<file path="src/rtl/ses_pkg.sv">
// package: modes, states, responses, timing counts and carrier structs for the error supervisor
package ses_pkg;

  localparam int unsigned CLK_HZ          = 125_000_000;
  localparam int unsigned SAFE_EXIT_MS    = 200;
  localparam int unsigned INPUT_READY_MS  = 500;
  localparam int unsigned STABILIZE_MS    = 10;
  localparam int unsigned SAFE_EXIT_CYC   = (CLK_HZ / 1000) * SAFE_EXIT_MS;
  localparam int unsigned INPUT_READY_CYC = (CLK_HZ / 1000) * INPUT_READY_MS;
  localparam int unsigned STABILIZE_CYC   = (CLK_HZ / 1000) * STABILIZE_MS;
  localparam int unsigned TIMER_W         = 27;

  localparam logic [31:0] ENC_COUNT_RST   = 32'h0000_0000;
  localparam logic [31:0] POS_RST         = 32'h0000_0000;

  typedef enum logic [3:0] {
    SES_MODE_SERIAL,
    SES_MODE_STEP_DIR,
    SES_MODE_RC_POS,
    SES_MODE_RC_SPEED,
    SES_MODE_AN_POS,
    SES_MODE_AN_SPEED,
    SES_MODE_ENC_POS,
    SES_MODE_ENC_SPEED
  } ses_mode_t;

  typedef enum logic [2:0] {
    SES_ST_RESET,
    SES_ST_DEENERGIZED,
    SES_ST_SOFT_ERROR,
    SES_ST_WAIT_ERR_LINE,
    SES_ST_STARTING_UP,
    SES_ST_NORMAL
  } ses_state_t;

  typedef enum logic [1:0] {
    SES_RSP_DEENERGIZE,
    SES_RSP_HALT_HOLD,
    SES_RSP_DECEL_HOLD,
    SES_RSP_GO_TO_POS
  } ses_rsp_t;

  // one-cycle command pulses from the command decoder
  typedef struct packed {
    logic set_target_pos;
    logic set_target_vel;
    logic halt_hold;
    logic halt_set_pos;
    logic reset;
    logic exit_safe_start;
    logic enter_safe_start;
  } ses_cmd_t;

  // error causes evaluated outside this block
  typedef struct packed {
    logic driver_fault;
    logic deenergized;
    logic soft_error;
  } ses_err_t;

  typedef struct packed {
    logic [31:0] value;
    logic        is_velocity;
  } ses_target_t;

endpackage

</file>
<file path="src/rtl/ses_timer.sv">
// one-shot down counter: busy for a programmable number of cycles after start
`timescale 1ns/10ps
module ses_timer
  import ses_pkg::*;
#(
  parameter int unsigned CYCLES = 1
) (
  input  wire logic core_clk,
  input  wire logic resetn,
  input  wire logic start,
  output logic      busy
);

  localparam logic [TIMER_W-1:0] LOAD = TIMER_W'(CYCLES);

  logic [TIMER_W-1:0] cnt_ff;

  always_ff @(posedge core_clk or negedge resetn) begin
    if (!resetn) begin
      cnt_ff <= '0;
    end else if (start) begin
      cnt_ff <= LOAD;
    end else if (cnt_ff != '0) begin
      cnt_ff <= cnt_ff - TIMER_W'(1);
    end
  end

  assign busy = (cnt_ff != '0);

endmodule

</file>
<file path="src/rtl/ses_edge_sync.sv">
// two-flop synchroniser for an asynchronous pin level
`timescale 1ns/10ps
module ses_edge_sync
  import ses_pkg::*;
(
  input  wire logic core_clk,
  input  wire logic resetn,
  input  wire logic din,
  output logic      dout
);

  logic meta_ff;
  logic sync_ff;

  always_ff @(posedge core_clk or negedge resetn) begin
    if (!resetn) begin
      meta_ff <= 1'b0;
      sync_ff <= 1'b0;
    end else begin
      meta_ff <= din;
      sync_ff <= meta_ff;
    end
  end

  assign dout = sync_ff;

endmodule

</file>
<file path="src/rtl/ses_supervisor.sv">
// stepper error supervisor: operation state, safe start, shared error line and state effects
`timescale 1ns/10ps
module ses_supervisor
  import ses_pkg::*;
#(
  parameter int unsigned SAFE_EXIT_CYCLES   = SAFE_EXIT_CYC,
  parameter int unsigned INPUT_READY_CYCLES = INPUT_READY_CYC,
  parameter int unsigned STABILIZE_CYCLES   = STABILIZE_CYC
) (
  input  wire logic        core_clk,
  input  wire logic        resetn,
  input  wire ses_mode_t   control_mode,
  input  wire ses_rsp_t    soft_err_response,
  input  wire logic        disable_safe_start,
  input  wire logic        ignore_err_line_high,
  input  wire logic        soft_current_enable,
  input  wire logic [31:0] soft_err_position,
  input  wire ses_cmd_t    cmd,
  input  wire logic [31:0] cmd_target,
  input  wire ses_err_t    err_in,
  input  wire logic [31:0] auto_input_scaled,
  input  wire logic        input_readings_ready,
  input  wire logic        motor_moving,
  input  wire logic        step_req,
  input  wire logic        err_line_in,
  output logic             err_line_out,
  output logic             err_line_oe,
  output logic             driver_enable_n,
  output logic             driver_reset_n,
  output logic             step_pulse,
  output logic             encoder_clear,
  output logic             soft_current_active,
  output logic             position_uncertain,
  output logic             halt_stepping,
  output ses_target_t      target,
  output logic             target_load,
  output logic             safe_start_violation,
  output logic             err_line_high,
  output logic             input_not_ready,
  output logic             coil_stabilizing,
  output ses_state_t       op_state
);

  ses_state_t  state_ff;
  ses_state_t  nxt_state;
  logic        err_line_sync;
  logic        ss_force_ff;
  logic        ssv_ff;
  logic        nxt_ssv;
  logic        drive_err_ff;
  logic [1:0]  drv_hist_ff;
  logic        erlh_ff;
  logic        in_wait_ff;
  logic        soft_cur_ff;
  logic        pos_unc_ff;
  logic        halt_ff;
  logic [31:0] input_ff;
  logic        in_is_vel_ff;
  ses_target_t target_ff;
  logic        load_ff;
  logic        ss_exit_busy;
  logic        in_ready_busy;
  logic        stab_busy;
  logic        stab_start;
  logic        restart_evt;
  logic        speed_mode;
  logic        pos_mode;
  logic        rc_an_mode;
  logic        serial_mode;
  logic        hard_err;
  logic        any_err;
  logic        mode_chg;
  ses_mode_t   mode_ff;
  logic        enter_soft;

  assign speed_mode  = (control_mode == SES_MODE_RC_SPEED) || (control_mode == SES_MODE_AN_SPEED)
                    || (control_mode == SES_MODE_ENC_SPEED);
  assign pos_mode    = (control_mode == SES_MODE_RC_POS) || (control_mode == SES_MODE_AN_POS)
                    || (control_mode == SES_MODE_ENC_POS);
  assign rc_an_mode  = (control_mode == SES_MODE_RC_POS) || (control_mode == SES_MODE_RC_SPEED)
                    || (control_mode == SES_MODE_AN_POS) || (control_mode == SES_MODE_AN_SPEED);
  assign serial_mode = (control_mode == SES_MODE_SERIAL);

  ses_edge_sync u_err_sync (
    .core_clk (core_clk),
    .resetn   (resetn),
    .din      (err_line_in),
    .dout     (err_line_sync)
  );

  always_ff @(posedge core_clk or negedge resetn) begin
    if (!resetn) begin
      mode_ff <= SES_MODE_SERIAL;
    end else begin
      mode_ff <= control_mode;
    end
  end

  assign mode_chg = (mode_ff != control_mode);

  // the first cycle out of reset counts as startup, like a reset command
  logic boot_ff;
  always_ff @(posedge core_clk or negedge resetn) begin
    if (!resetn) begin
      boot_ff <= 1'b1;
    end else begin
      boot_ff <= 1'b0;
    end
  end

  assign restart_evt = boot_ff || cmd.reset || mode_chg;

  ses_timer #(.CYCLES(SAFE_EXIT_CYCLES)) u_ss_exit (
    .core_clk (core_clk),
    .resetn   (resetn),
    .start    (cmd.exit_safe_start),
    .busy     (ss_exit_busy)
  );

  ses_timer #(.CYCLES(INPUT_READY_CYCLES)) u_in_ready (
    .core_clk (core_clk),
    .resetn   (resetn),
    .start    (restart_evt),
    .busy     (in_ready_busy)
  );

  ses_timer #(.CYCLES(STABILIZE_CYCLES)) u_stab (
    .core_clk (core_clk),
    .resetn   (resetn),
    .start    (stab_start),
    .busy     (stab_busy)
  );

  // leaving the soft current limit, or leaving driver reset, restarts stabilising
  assign stab_start = (soft_cur_ff && !(soft_current_enable && enter_soft))
                   || (state_ff == SES_ST_RESET && nxt_state != SES_ST_RESET);

  // the wait ends on ready readings or on the timeout, whichever comes first
  always_ff @(posedge core_clk or negedge resetn) begin
    if (!resetn) begin
      in_wait_ff <= 1'b1;
    end else if (restart_evt) begin
      in_wait_ff <= 1'b1;
    end else if (input_readings_ready || !in_ready_busy) begin
      in_wait_ff <= 1'b0;
    end
  end

  // the restart cycle itself counts, so a mode change never looks like a real exit
  assign input_not_ready  = (in_wait_ff || restart_evt) && rc_an_mode;
  assign coil_stabilizing = stab_busy;

  // enter command latches until one evaluation has seen it
  always_ff @(posedge core_clk or negedge resetn) begin
    if (!resetn) begin
      ss_force_ff <= 1'b0;
    end else begin
      ss_force_ff <= cmd.enter_safe_start && !disable_safe_start;
    end
  end

  always_comb begin
    nxt_ssv = 1'b0;
    // a set bit counts as not normal, since it is what holds the state out of normal
    if (speed_mode) begin
      nxt_ssv = ((state_ff != SES_ST_NORMAL) || ssv_ff) && (input_ff != '0);
    end else if (serial_mode) begin
      nxt_ssv = ((state_ff != SES_ST_NORMAL) || ssv_ff) && !ss_exit_busy;
    end
    if (ss_force_ff) begin
      nxt_ssv = 1'b1;
    end
    if (disable_safe_start) begin
      nxt_ssv = 1'b0;
    end
  end

  always_ff @(posedge core_clk or negedge resetn) begin
    if (!resetn) begin
      ssv_ff <= 1'b0;
    end else begin
      ssv_ff <= nxt_ssv;
    end
  end

  assign safe_start_violation = ssv_ff;

  assign hard_err = err_in.driver_fault;
  assign any_err  = hard_err || err_in.deenergized || err_in.soft_error || ssv_ff
                 || input_not_ready || coil_stabilizing;

  always_ff @(posedge core_clk or negedge resetn) begin
    if (!resetn) begin
      drive_err_ff <= 1'b0;
      drv_hist_ff  <= 2'h0;
    end else begin
      drive_err_ff <= any_err;
      drv_hist_ff  <= {drv_hist_ff[0], drive_err_ff};
    end
  end

  // line-high flag looks only at the released line, so own drive never trips it
  always_ff @(posedge core_clk or negedge resetn) begin
    if (!resetn) begin
      erlh_ff <= 1'b0;
    end else begin
      // own drive still echoes through the synchroniser for two cycles after release
      erlh_ff <= !ignore_err_line_high && !drive_err_ff && (drv_hist_ff == 2'h0)
              && err_line_sync;
    end
  end

  assign err_line_high = erlh_ff;
  assign err_line_out  = drive_err_ff;
  assign err_line_oe   = drive_err_ff;

  always_comb begin
    nxt_state = SES_ST_NORMAL;
    if (hard_err || cmd.reset) begin
      nxt_state = SES_ST_RESET;
    end else if (err_in.deenergized) begin
      nxt_state = SES_ST_DEENERGIZED;
    end else if (err_in.soft_error || ssv_ff || input_not_ready) begin
      nxt_state = SES_ST_SOFT_ERROR;
    end else if (erlh_ff) begin
      nxt_state = SES_ST_WAIT_ERR_LINE;
    end else if (coil_stabilizing || soft_cur_ff || state_ff == SES_ST_RESET) begin
      nxt_state = SES_ST_STARTING_UP;
    end
  end

  always_ff @(posedge core_clk or negedge resetn) begin
    if (!resetn) begin
      state_ff <= SES_ST_RESET;
    end else begin
      state_ff <= nxt_state;
    end
  end

  assign op_state   = state_ff;
  assign enter_soft = (nxt_state == SES_ST_SOFT_ERROR) || (nxt_state == SES_ST_WAIT_ERR_LINE);

  assign driver_enable_n = (state_ff == SES_ST_RESET) || (state_ff == SES_ST_DEENERGIZED)
                        || (halt_ff && soft_err_response == SES_RSP_DEENERGIZE
                            && state_ff != SES_ST_NORMAL && state_ff != SES_ST_STARTING_UP);
  // energized in normal and starting up; soft states keep holding torque unless the deenergize response fired on the exit from normal, which disables the driver
  assign driver_reset_n  = (state_ff != SES_ST_RESET);
  assign encoder_clear   = (state_ff == SES_ST_RESET);
  assign step_pulse      = step_req && !driver_enable_n && !halt_ff;

  // soft limit waits for standstill, so a moving rotor is never starved mid-decel
  always_ff @(posedge core_clk or negedge resetn) begin
    if (!resetn) begin
      soft_cur_ff <= 1'b0;
    end else if (!(soft_current_enable && enter_soft)) begin
      soft_cur_ff <= 1'b0;
    end else if (!motor_moving) begin
      soft_cur_ff <= 1'b1;
    end
  end

  assign soft_current_active = soft_cur_ff;

  // serial mode holds its input across errors; other modes follow the source
  always_ff @(posedge core_clk or negedge resetn) begin
    if (!resetn) begin
      input_ff     <= POS_RST;
      in_is_vel_ff <= 1'b0;
    end else if (serial_mode) begin
      if (cmd.set_target_pos || cmd.halt_set_pos) begin
        input_ff     <= cmd_target;
        in_is_vel_ff <= 1'b0;
      end else if (cmd.set_target_vel) begin
        input_ff     <= cmd_target;
        in_is_vel_ff <= 1'b1;
      end else if (cmd.halt_hold || cmd.reset) begin
        input_ff     <= POS_RST;
        in_is_vel_ff <= 1'b1;
      end
    end else begin
      input_ff     <= auto_input_scaled;
      in_is_vel_ff <= speed_mode;
    end
  end

  // response fires on a real exit from normal only; a restart cycle never counts as one
  always_ff @(posedge core_clk or negedge resetn) begin
    if (!resetn) begin
      target_ff  <= '0;
      load_ff    <= 1'b0;
      pos_unc_ff <= 1'b1;
      halt_ff    <= 1'b0;
    end else begin
      load_ff <= 1'b0;
      if (state_ff == SES_ST_NORMAL && enter_soft && !restart_evt) begin
        unique case (soft_err_response)
          SES_RSP_DEENERGIZE: begin
            pos_unc_ff <= 1'b1;
            halt_ff    <= 1'b1;
          end
          SES_RSP_HALT_HOLD: begin
            pos_unc_ff <= 1'b1;
            halt_ff    <= 1'b1;
          end
          SES_RSP_DECEL_HOLD: begin
            target_ff <= '{value: 32'h0000_0000, is_velocity: 1'b1};
            load_ff   <= 1'b1;
          end
          SES_RSP_GO_TO_POS: begin
            target_ff <= '{value: soft_err_position, is_velocity: 1'b0};
            load_ff   <= 1'b1;
          end
        endcase
      end else if (nxt_state == SES_ST_NORMAL) begin
        halt_ff <= 1'b0;
        if (state_ff != SES_ST_NORMAL) begin
          pos_unc_ff <= 1'b0;
        end
        target_ff <= '{value: input_ff, is_velocity: in_is_vel_ff};
        load_ff   <= 1'b1;
      end else if (state_ff == SES_ST_RESET) begin
        pos_unc_ff <= 1'b1;
        halt_ff    <= 1'b0;
      end
    end
  end

  assign target             = target_ff;
  assign target_load        = load_ff;
  assign position_uncertain = pos_unc_ff;
  assign halt_stepping      = halt_ff;

endmodule

</file>
<file path="config.mk">
export PLATFORM = sky130hd
export DESIGN_NAME = ses_supervisor
export DESIGN_NICKNAME = d
export VERILOG_FILES = /design/src/rtl/ses_pkg.sv /design/src/rtl/ses_timer.sv /design/src/rtl/ses_edge_sync.sv /design/src/rtl/ses_supervisor.sv
export SDC_FILE = /design/constraint.sdc
export NUM_CORES = 1
export LEC_CHECK = 0
export ABC_AREA = 1
export BUFFER_PORTS_ARGS = -buffer_cell sky130_fd_sc_hd__buf_2
export CAP_MARGIN = 20
export CORE_ASPECT_RATIO = 1.2
export CORE_MARGIN = 3
export CORE_UTILIZATION = 45
export CTS_BUF_LIST = sky130_fd_sc_hd__clkbuf_8 sky130_fd_sc_hd__clkbuf_16
export DETAILED_ROUTE_END_ITERATION = 8
export GPL_TIMING_DRIVEN = 1
export HOLD_SLACK_MARGIN = 0.03
export PLACE_DENSITY = 0.7
export SYNTH_ARGS = -nofsm -noshare
export SYNTH_HDL_FRONTEND = slang
export SYNTH_SLANG_ARGS = --single-unit
export TNS_END_PERCENT = 1
</file>
<file path="constraint.sdc">
create_clock -name core_clk -period 2.2 [get_ports core_clk]
set_clock_uncertainty 0.2 [all_clocks]
set_input_delay 0.11 -clock core_clk [delete_from_list [all_inputs] [get_ports core_clk]]
set_output_delay 0.11 -clock core_clk [all_outputs]
set_load 0.02 [all_outputs]
</file>
# Word level (Yosys, flattened, before mapping)
# Index checks and enable logic that the tools add are counted.
# totals
register_bits,168
input_bits,121
out_inout_bits,50
elab_cells,160
# classes
addsub,3
eq_ne,21
n_mux,41
n_reduce_logical,73
# ops
operator,count
27-bit two-way mux,6
32-bit two-way mux,4
27-bit nonzero test,3
"27-bit by 1-bit subtractor with 27-bit output, second input constant",3
33-bit two-way mux,2
33-bit one-hot mux with 2 select lines,1
32-bit nonzero test,1
1-bit logical OR,26
1-bit two-way mux,24
1-bit logical AND,17
"4-bit by 3-bit equality test with 1-bit output, second input constant",3
3-bit two-way mux,4
2-bit nonzero test,5
1-bit logical NOT,9
"3-bit inequality test, second input constant",3
3-bit nonzero test,3
"4-bit by 2-bit equality test with 1-bit output, second input constant",2
"3-bit by 2-bit equality test with 1-bit output, second input constant",2
"3-bit equality test, second input constant",2
"2-bit equality test, second input constant",2
2-bit logical NOT,2
4-bit logical NOT,1
"2-bit inequality test, second input constant",2
"4-bit by 2-bit inequality test with 1-bit output, second input constant",1
8 further kinds,10

# Depth between registers and ports, before layout
# depth
word_depth,16
mapped_depth,15
depth_no_buf,14

# By module
# A second synthesis with hierarchy kept.
# hier_totals
hier_cells,1346
hier_area_um2,10008.3
# by_module_without_submodules
mod,instances,cells_each,area_each_um2,seq_area_each_um2
ses_supervisor,1,597,4669.5,2130.8
ses_timer at u_in_ready,1,263,1793.0,675.6
ses_timer at u_stab,1,238,1769.2,675.6
ses_timer at u_ss_exit,1,246,1726.7,675.6
ses_edge_sync,1,2,50.0,50.0

# Least setup slack after synthesis
# Ideal clock, no wire load.
# synth_timing
kind,register -> register
start,"register state_ff[2], in the netlist op_state[2]"
end,register target_ff (netlist bit target[0])
setup_time_ns,0.117
t_arrival_ns,1.836
t_required_ns,1.883
path_slack_ns,0.047
stages_incl_launch_ff,14
n_path_buf,1
period_less_slack_ns,2.153
cell_sequence,dfrtp_1 -> nor2_1 -> inv_1 -> nor2_1 -> nor2_1 -> inv_1 -> nor2_2 -> nor2_1 -> nor2_4 -> nand4_4 -> nand2_4 -> buf_6 -> nand2_1 -> nand2_1
# synth_between
elab_chain_cells,13
elab_cells_between_ends,18
cone_classes,eq/ne: 5; mux: 6; reduce/logical: 7
# synth_lines
item,line,source
start: declaration,ses_supervisor.sv:44,ses_state_t state_ff;
start signal: assignment,ses_supervisor.sv:236,state_ff <= nxt_state;
3-bit logical NOT (*),-,
via encoder_clear,ses_supervisor.sv:31,"output logic encoder_clear,"
1-bit logical OR (*),ses_supervisor.sv:227,end else if (coil_stabilizing || soft_cur_ff || state_ff == SES_ST_RESET) begin
1-bit two-way mux (*),ses_supervisor.sv:227,
3-bit two-way mux (*),ses_supervisor.sv:225,end else if (erlh_ff) begin
3-bit two-way mux (*),ses_supervisor.sv:223,end else if (err_in.soft_error || ssv_ff || input_not_ready) begin
3-bit two-way mux (*),ses_supervisor.sv:221,end else if (err_in.deenergized) begin
3-bit two-way mux (*),ses_supervisor.sv:219,if (hard_err || cmd.reset) begin
3-bit by 2-bit equality test with 1-bit output,ses_supervisor.sv:241,assign enter_soft = (nxt_state == SES_ST_SOFT_ERROR) || (nxt_state == SES_ST_WAIT_ERR_LINE);
1-bit logical OR,ses_supervisor.sv:241,
1-bit logical AND (2 in series),ses_supervisor.sv:295,if (state_ff == SES_ST_NORMAL && enter_soft && !restart_evt) begin
3-bit by 1-bit inequality test with 1-bit output (no line) / 2-bit nonzero test (equally long branches),-,
2-bit AND reduction (no line),-,
end signal: assignment,ses_supervisor.sv:306,"target_ff <= '{value: 32'h0000_0000, is_velocity: 1'b1};"
end signal: assignment,ses_supervisor.sv:310,"target_ff <= '{value: soft_err_position, is_velocity: 1'b0};"
end signal: assignment,ses_supervisor.sv:319,"target_ff <= '{value: input_ff, is_velocity: in_is_vel_ff};"
end: declaration,ses_supervisor.sv:59,ses_target_t target_ff;
# The timed path passes the listed nets; every way through them passes the cells marked *.
# A chain may end at the register's enable or synchronous reset.

# Worst setup path in the final report
# layout_timing
start,register u_stab.cnt_ff[0]
end,register target_ff (netlist bit target[26])
# layout_between
elab_chain_cells,14
elab_cells_between_ends,18
cone_classes,eq/ne: 4; mux: 6; reduce/logical: 8
# layout_lines
item,line,source
start: declaration,ses_timer.sv:16,logic [TIMER_W-1:0] cnt_ff;
start signal: assignment,ses_timer.sv:24,cnt_ff <= cnt_ff - TIMER_W'(1);
27-bit nonzero test (*),ses_timer.sv:28,assign busy = (cnt_ff != '0);
1-bit logical OR (*) (2 in series),ses_supervisor.sv:227,
1-bit two-way mux (*),ses_supervisor.sv:227,
3-bit two-way mux (*),ses_supervisor.sv:225,
3-bit two-way mux (*),ses_supervisor.sv:223,
3-bit two-way mux (*),ses_supervisor.sv:221,
3-bit two-way mux (*),ses_supervisor.sv:219,
3-bit by 2-bit equality test with 1-bit output,ses_supervisor.sv:241,
1-bit logical OR,ses_supervisor.sv:241,
1-bit logical AND (2 in series),ses_supervisor.sv:295,
3-bit by 1-bit inequality test with 1-bit output (no line) / 2-bit nonzero test (equally long branches),-,
2-bit AND reduction (no line),-,
# Mark *: on every way between the ends. The rest lies on a longest branch, timed or not.

==> impl_metrics.csv <==
group,metric,value,unit
pwr,p_per_area,609,nW/um^2
clocking,htreeDepth,4,
floorplanning,pin_count,171,
global_route,overflow,0,
worst_setup_path,crit_arrival,2.35,ns
worst_setup_path,endpoint_kind,"register",
synth,syn_nets,1285,
pwr,p_leak,6.00,nW
final_layout,antenna_cells,0,
timing,whs,0.0522,ns
route,ant_nets,0,
outcome,status,"completed",
route,via_per_inst,5.24,
worst_setup_path,cp-start-kind,"register",
timing,finalHoldViolCount,0,
synth,yosys.area_share.simple,32.9,%
timing,fin_crit_sh,99.3,%
clocking,insertion_delay,0.44,ns
worst_setup_path,r2r-end,"target[26]",
floorplanning,rows,55,
route,drc_errors,0,
clocking,post_cts_buffers,0,
worst_setup_path,r2r-start,"u_stab.cnt_ff[0]",
synth,yosysTopAreaCellShare,46.6,%
clocking,cts_tree,"done",
placement,pre_cts_ws,-0.0229,ns
synth,synth-compound-area-share,9.09,%
placement,dp_cells,1603,
worst_hold_path,hp-class,"input port to asynchronous set/reset pin",
route,drt-total-wl,28.5,mm
timing,tightest_slew,0.809,ns
floorplanning,start_util,46.3,%
clocking,cts.sinks,168,
global_route,grt_pass1_wl,45.5,mm
global_route,grt_max_degree,68,
worst_setup_path,crit_path_max_fanout,15,
synth,synth_xor_xnor_area_share,3.06,%
final_layout,fin_cells,1759,
placement,dpl.hpwl,18.7,mm
synth,synth_top_family_by_area,"simple AND/OR/NAND/NOR gates",
global_route,grt_use_total,26.3,%
final_layout,fillers,1670,
synth,synth_edf_count,0,
final_layout,drive_gt1_share,21.2,%
floorplanning,die_area,21400,um^2
synth,synthMuxAreaShare,0,%
synth,synth.ff_latch_count,168,
timing,fmaxAchievable,458,MHz
clocking,cts_buffers,17,
timing,slew_headroom,45.9,%
synth,syn_avg_cell_area,7.64,um^2
clocking,cts.clk_slew.worst_paths,0.07,ns
floorplanning,die_h,160,um
synth,syn_inst,1160,
route,firstDrtPassIters,6,
synth,synthArstFlopShare,100,%
worst_setup_path,critPathRequiredTime,2.37,ns
synth,syn_area,8870,um^2
synth,synth_fa_ha_area_share,0.564,%
route,drt_iter0_markers,782,
synth,yosys-top-cells-area,"dfrtp_1 47%, nand2_1 14%, nor2_1 7.0%",
timing,slew_viol_final,0,
clocking,cts_buffer_depth,2,
clocking,cts_root_buffer,"clkbuf_16",
route,routedWlPerCell,16.2,um
placement,routabilityCongestion,0.900,
floorplanning,die_x,134,um
synth,yosysWarnings,0,
floorplanning,core,19100,um^2
run,drv_cap,0,
timing,rsz0062_at_grt,"yes",
worst_setup_path,regToRegSetupSlack,0.01,ns
timing,setup_slack,0.0148,ns
worst_setup_path,crit_type,"register to register",
global_route,grt_pass1_vias,9267,
synth,synth_seq_area_share,47.5,%
final_layout,design_area,12300,um^2
synth,synth_top_area_cell,"dfrtp_1",
placement,placed_area,10400,um^2
worst_setup_path,reg2regPathDepth,15,
timing,setup_viol,0,
final_layout,area_growth,39.0,%
route,route.vias.total,9225,
synth,ys_dominant_reg_cell,"dfrtp_1",
global_route,grt_antenna_before_repair,0,
placement,portBuffers,170,
final_layout,final_net_count,1615,
timing,period_minus_slack,2.19,ns
synth,ys_types,46,
pwr,ir_worst_vdd,0.502,mV
[cell usage after synthesis (5+ instances only)]
| library cell | instances |
|---|---|
| a211oi_1 | 5 |
| a21oi_1 | 27 |
| a22oi_1 | 31 |
| buf_2 | 8 |
| buf_6 | 5 |
| clkbuf_1 | 21 |
| dfrtp_1 | 165 |
| inv_1 | 103 |
| nand2_1 | 335 |
| nand3_1 | 84 |
| nand4_1 | 15 |
| nor2_1 | 165 |
| nor3_1 | 25 |
| nor4_1 | 19 |
| o21ai_0 | 40 |
| o21ai_1 | 11 |
| or2_2 | 14 |
| xnor2_1 | 10 |
| xor2_1 | 21 |
[state kept, by name, indices dropped and copies added (netlist names)]
register,cells
target,33
input_ff,32
u_in_ready.cnt_ff,27
u_ss_exit.cnt_ff,27
u_stab.cnt_ff,27
mode_ff,4
op_state,3
drv_hist_ff,2
boot_ff,1
err_line_high,1
err_line_oe,1
halt_stepping,1
in_is_vel_ff,1
in_wait_ff,1
position_uncertain,1
safe_start_violation,1
soft_current_active,1
ss_force_ff,1
target_load,1
u_err_sync.dout,1
u_err_sync.meta_ff,1
[layout by cell type (no fill, tap or decap), types with 16 or more instances in the layout]
cell           instances
nor3_1                21
buf_4                 43
nand2_1              334
xor2_1                21
dlygate4sd3_1        123
inv_1                102
nor2_1               154
a21oi_1               27
dfrtp_1              165
a22oi_1               31
o21ai_0               40
clkbuf_16             17
nor4_1                16
buf_2                168
nand3_1               83
[repair_timing]
action                     4_1_cts  5_1_grt
hold buffers                   123        0
gates resized for setup          3       25
pin swaps                        1        1
setup endpoints to repair       22       73
hold endpoints to repair       273        0
[cell type report]
class	count	area [um^2]	share of cell area, %
Clock inverter	13	144	1.17
Sequential cell	168	4210	34.1
Timing Repair Buffer	348	2640	21.4
Multi-Input combinational cell	845	4150	33.7
Clock buffer	19	453	3.68
Inverter	110	413	3.35
Tap cell	256	320	2.60
[metrics by stage]
stage	TNS [ns]	total power [mW]	util, %
6_report	0	7.50	64.4
5_1_grt	-4.55	7.82	64.4
4_1_cts	0	7.51	63.8
3_5_place_dp	-0.104	4.31	54.2
3_3_place_gp	0	4.29	54.2
2_1_floorplan	0	3.87	-
[how the worst max path moves through the flow]
stage	from	end	slack, ns	cells past startpoint
floorplan	op_state[2]	target[0]	0.05	13
detailed placement	u_stab.cnt_ff[0]	target[2]	-0.02	14
global placement	u_in_ready.cnt_ff[0]	u_in_ready.cnt_ff[26]	0.05	9
CTS	u_stab.cnt_ff[0]	target[13]	0.003	15
global route	u_stab.cnt_ff[0]	target[13]	-0.15	15
finish	u_stab.cnt_ff[0]	target[26]	0.01	15
[routing by layer]
| layer | wire (um) | vias up | GRT usage (%) |
|---|---|---|---|
| li1 | - | 4408 | - |
| met1 | 11700 | 4326 | 32.8 |
| met2 | 13900 | 380 | 44.2 |
| met3 | 1630 | 111 | 5.14 |
| met4 | 1320 | 0 | 12.0 |
| met5 | 0 | - | 0 |
[critical path, stage by stage (launching register included)]
cell and delay (ns):
dfrtp_1 0.39, inv_2 0.08, ha_1 0.15, inv_1 0.05, nor2_2 0.09, nand3_1 0.10, nor2_2 0.11, nand2_2 0.09
nor2_2 0.10, nor2_1 0.07, nor2_4 0.11, nand4_4 0.14, nand2_4 0.14, buf_12 0.15, nand2_1 0.08, nand2_1 0.09
[kinds of logic (layout without fill, tap and decap cells)]
group           after synthesis  count (layout)
simple gates                676             676
flops                       168             168
buf+inv                     147             490
compound gates              133             133
xor+xnor                     31              31
fa+ha+maj                     4               4
other cells                   1               1
[power breakdown]
group | total (mW) | leakage (nW) | internal, mW | switching [mW]
Clock | 3.03 | 0.288 | 1.75 | 1.29
Combinational | 1.11 | 3.66 | 0.524 | 0.587
Sequential | 3.36 | 2.05 | 3.23 | 0.133
Total | 7.50 | 6.00 | 5.50 | 2.01
No activity file was read; power rests on OpenSTA's default activity.
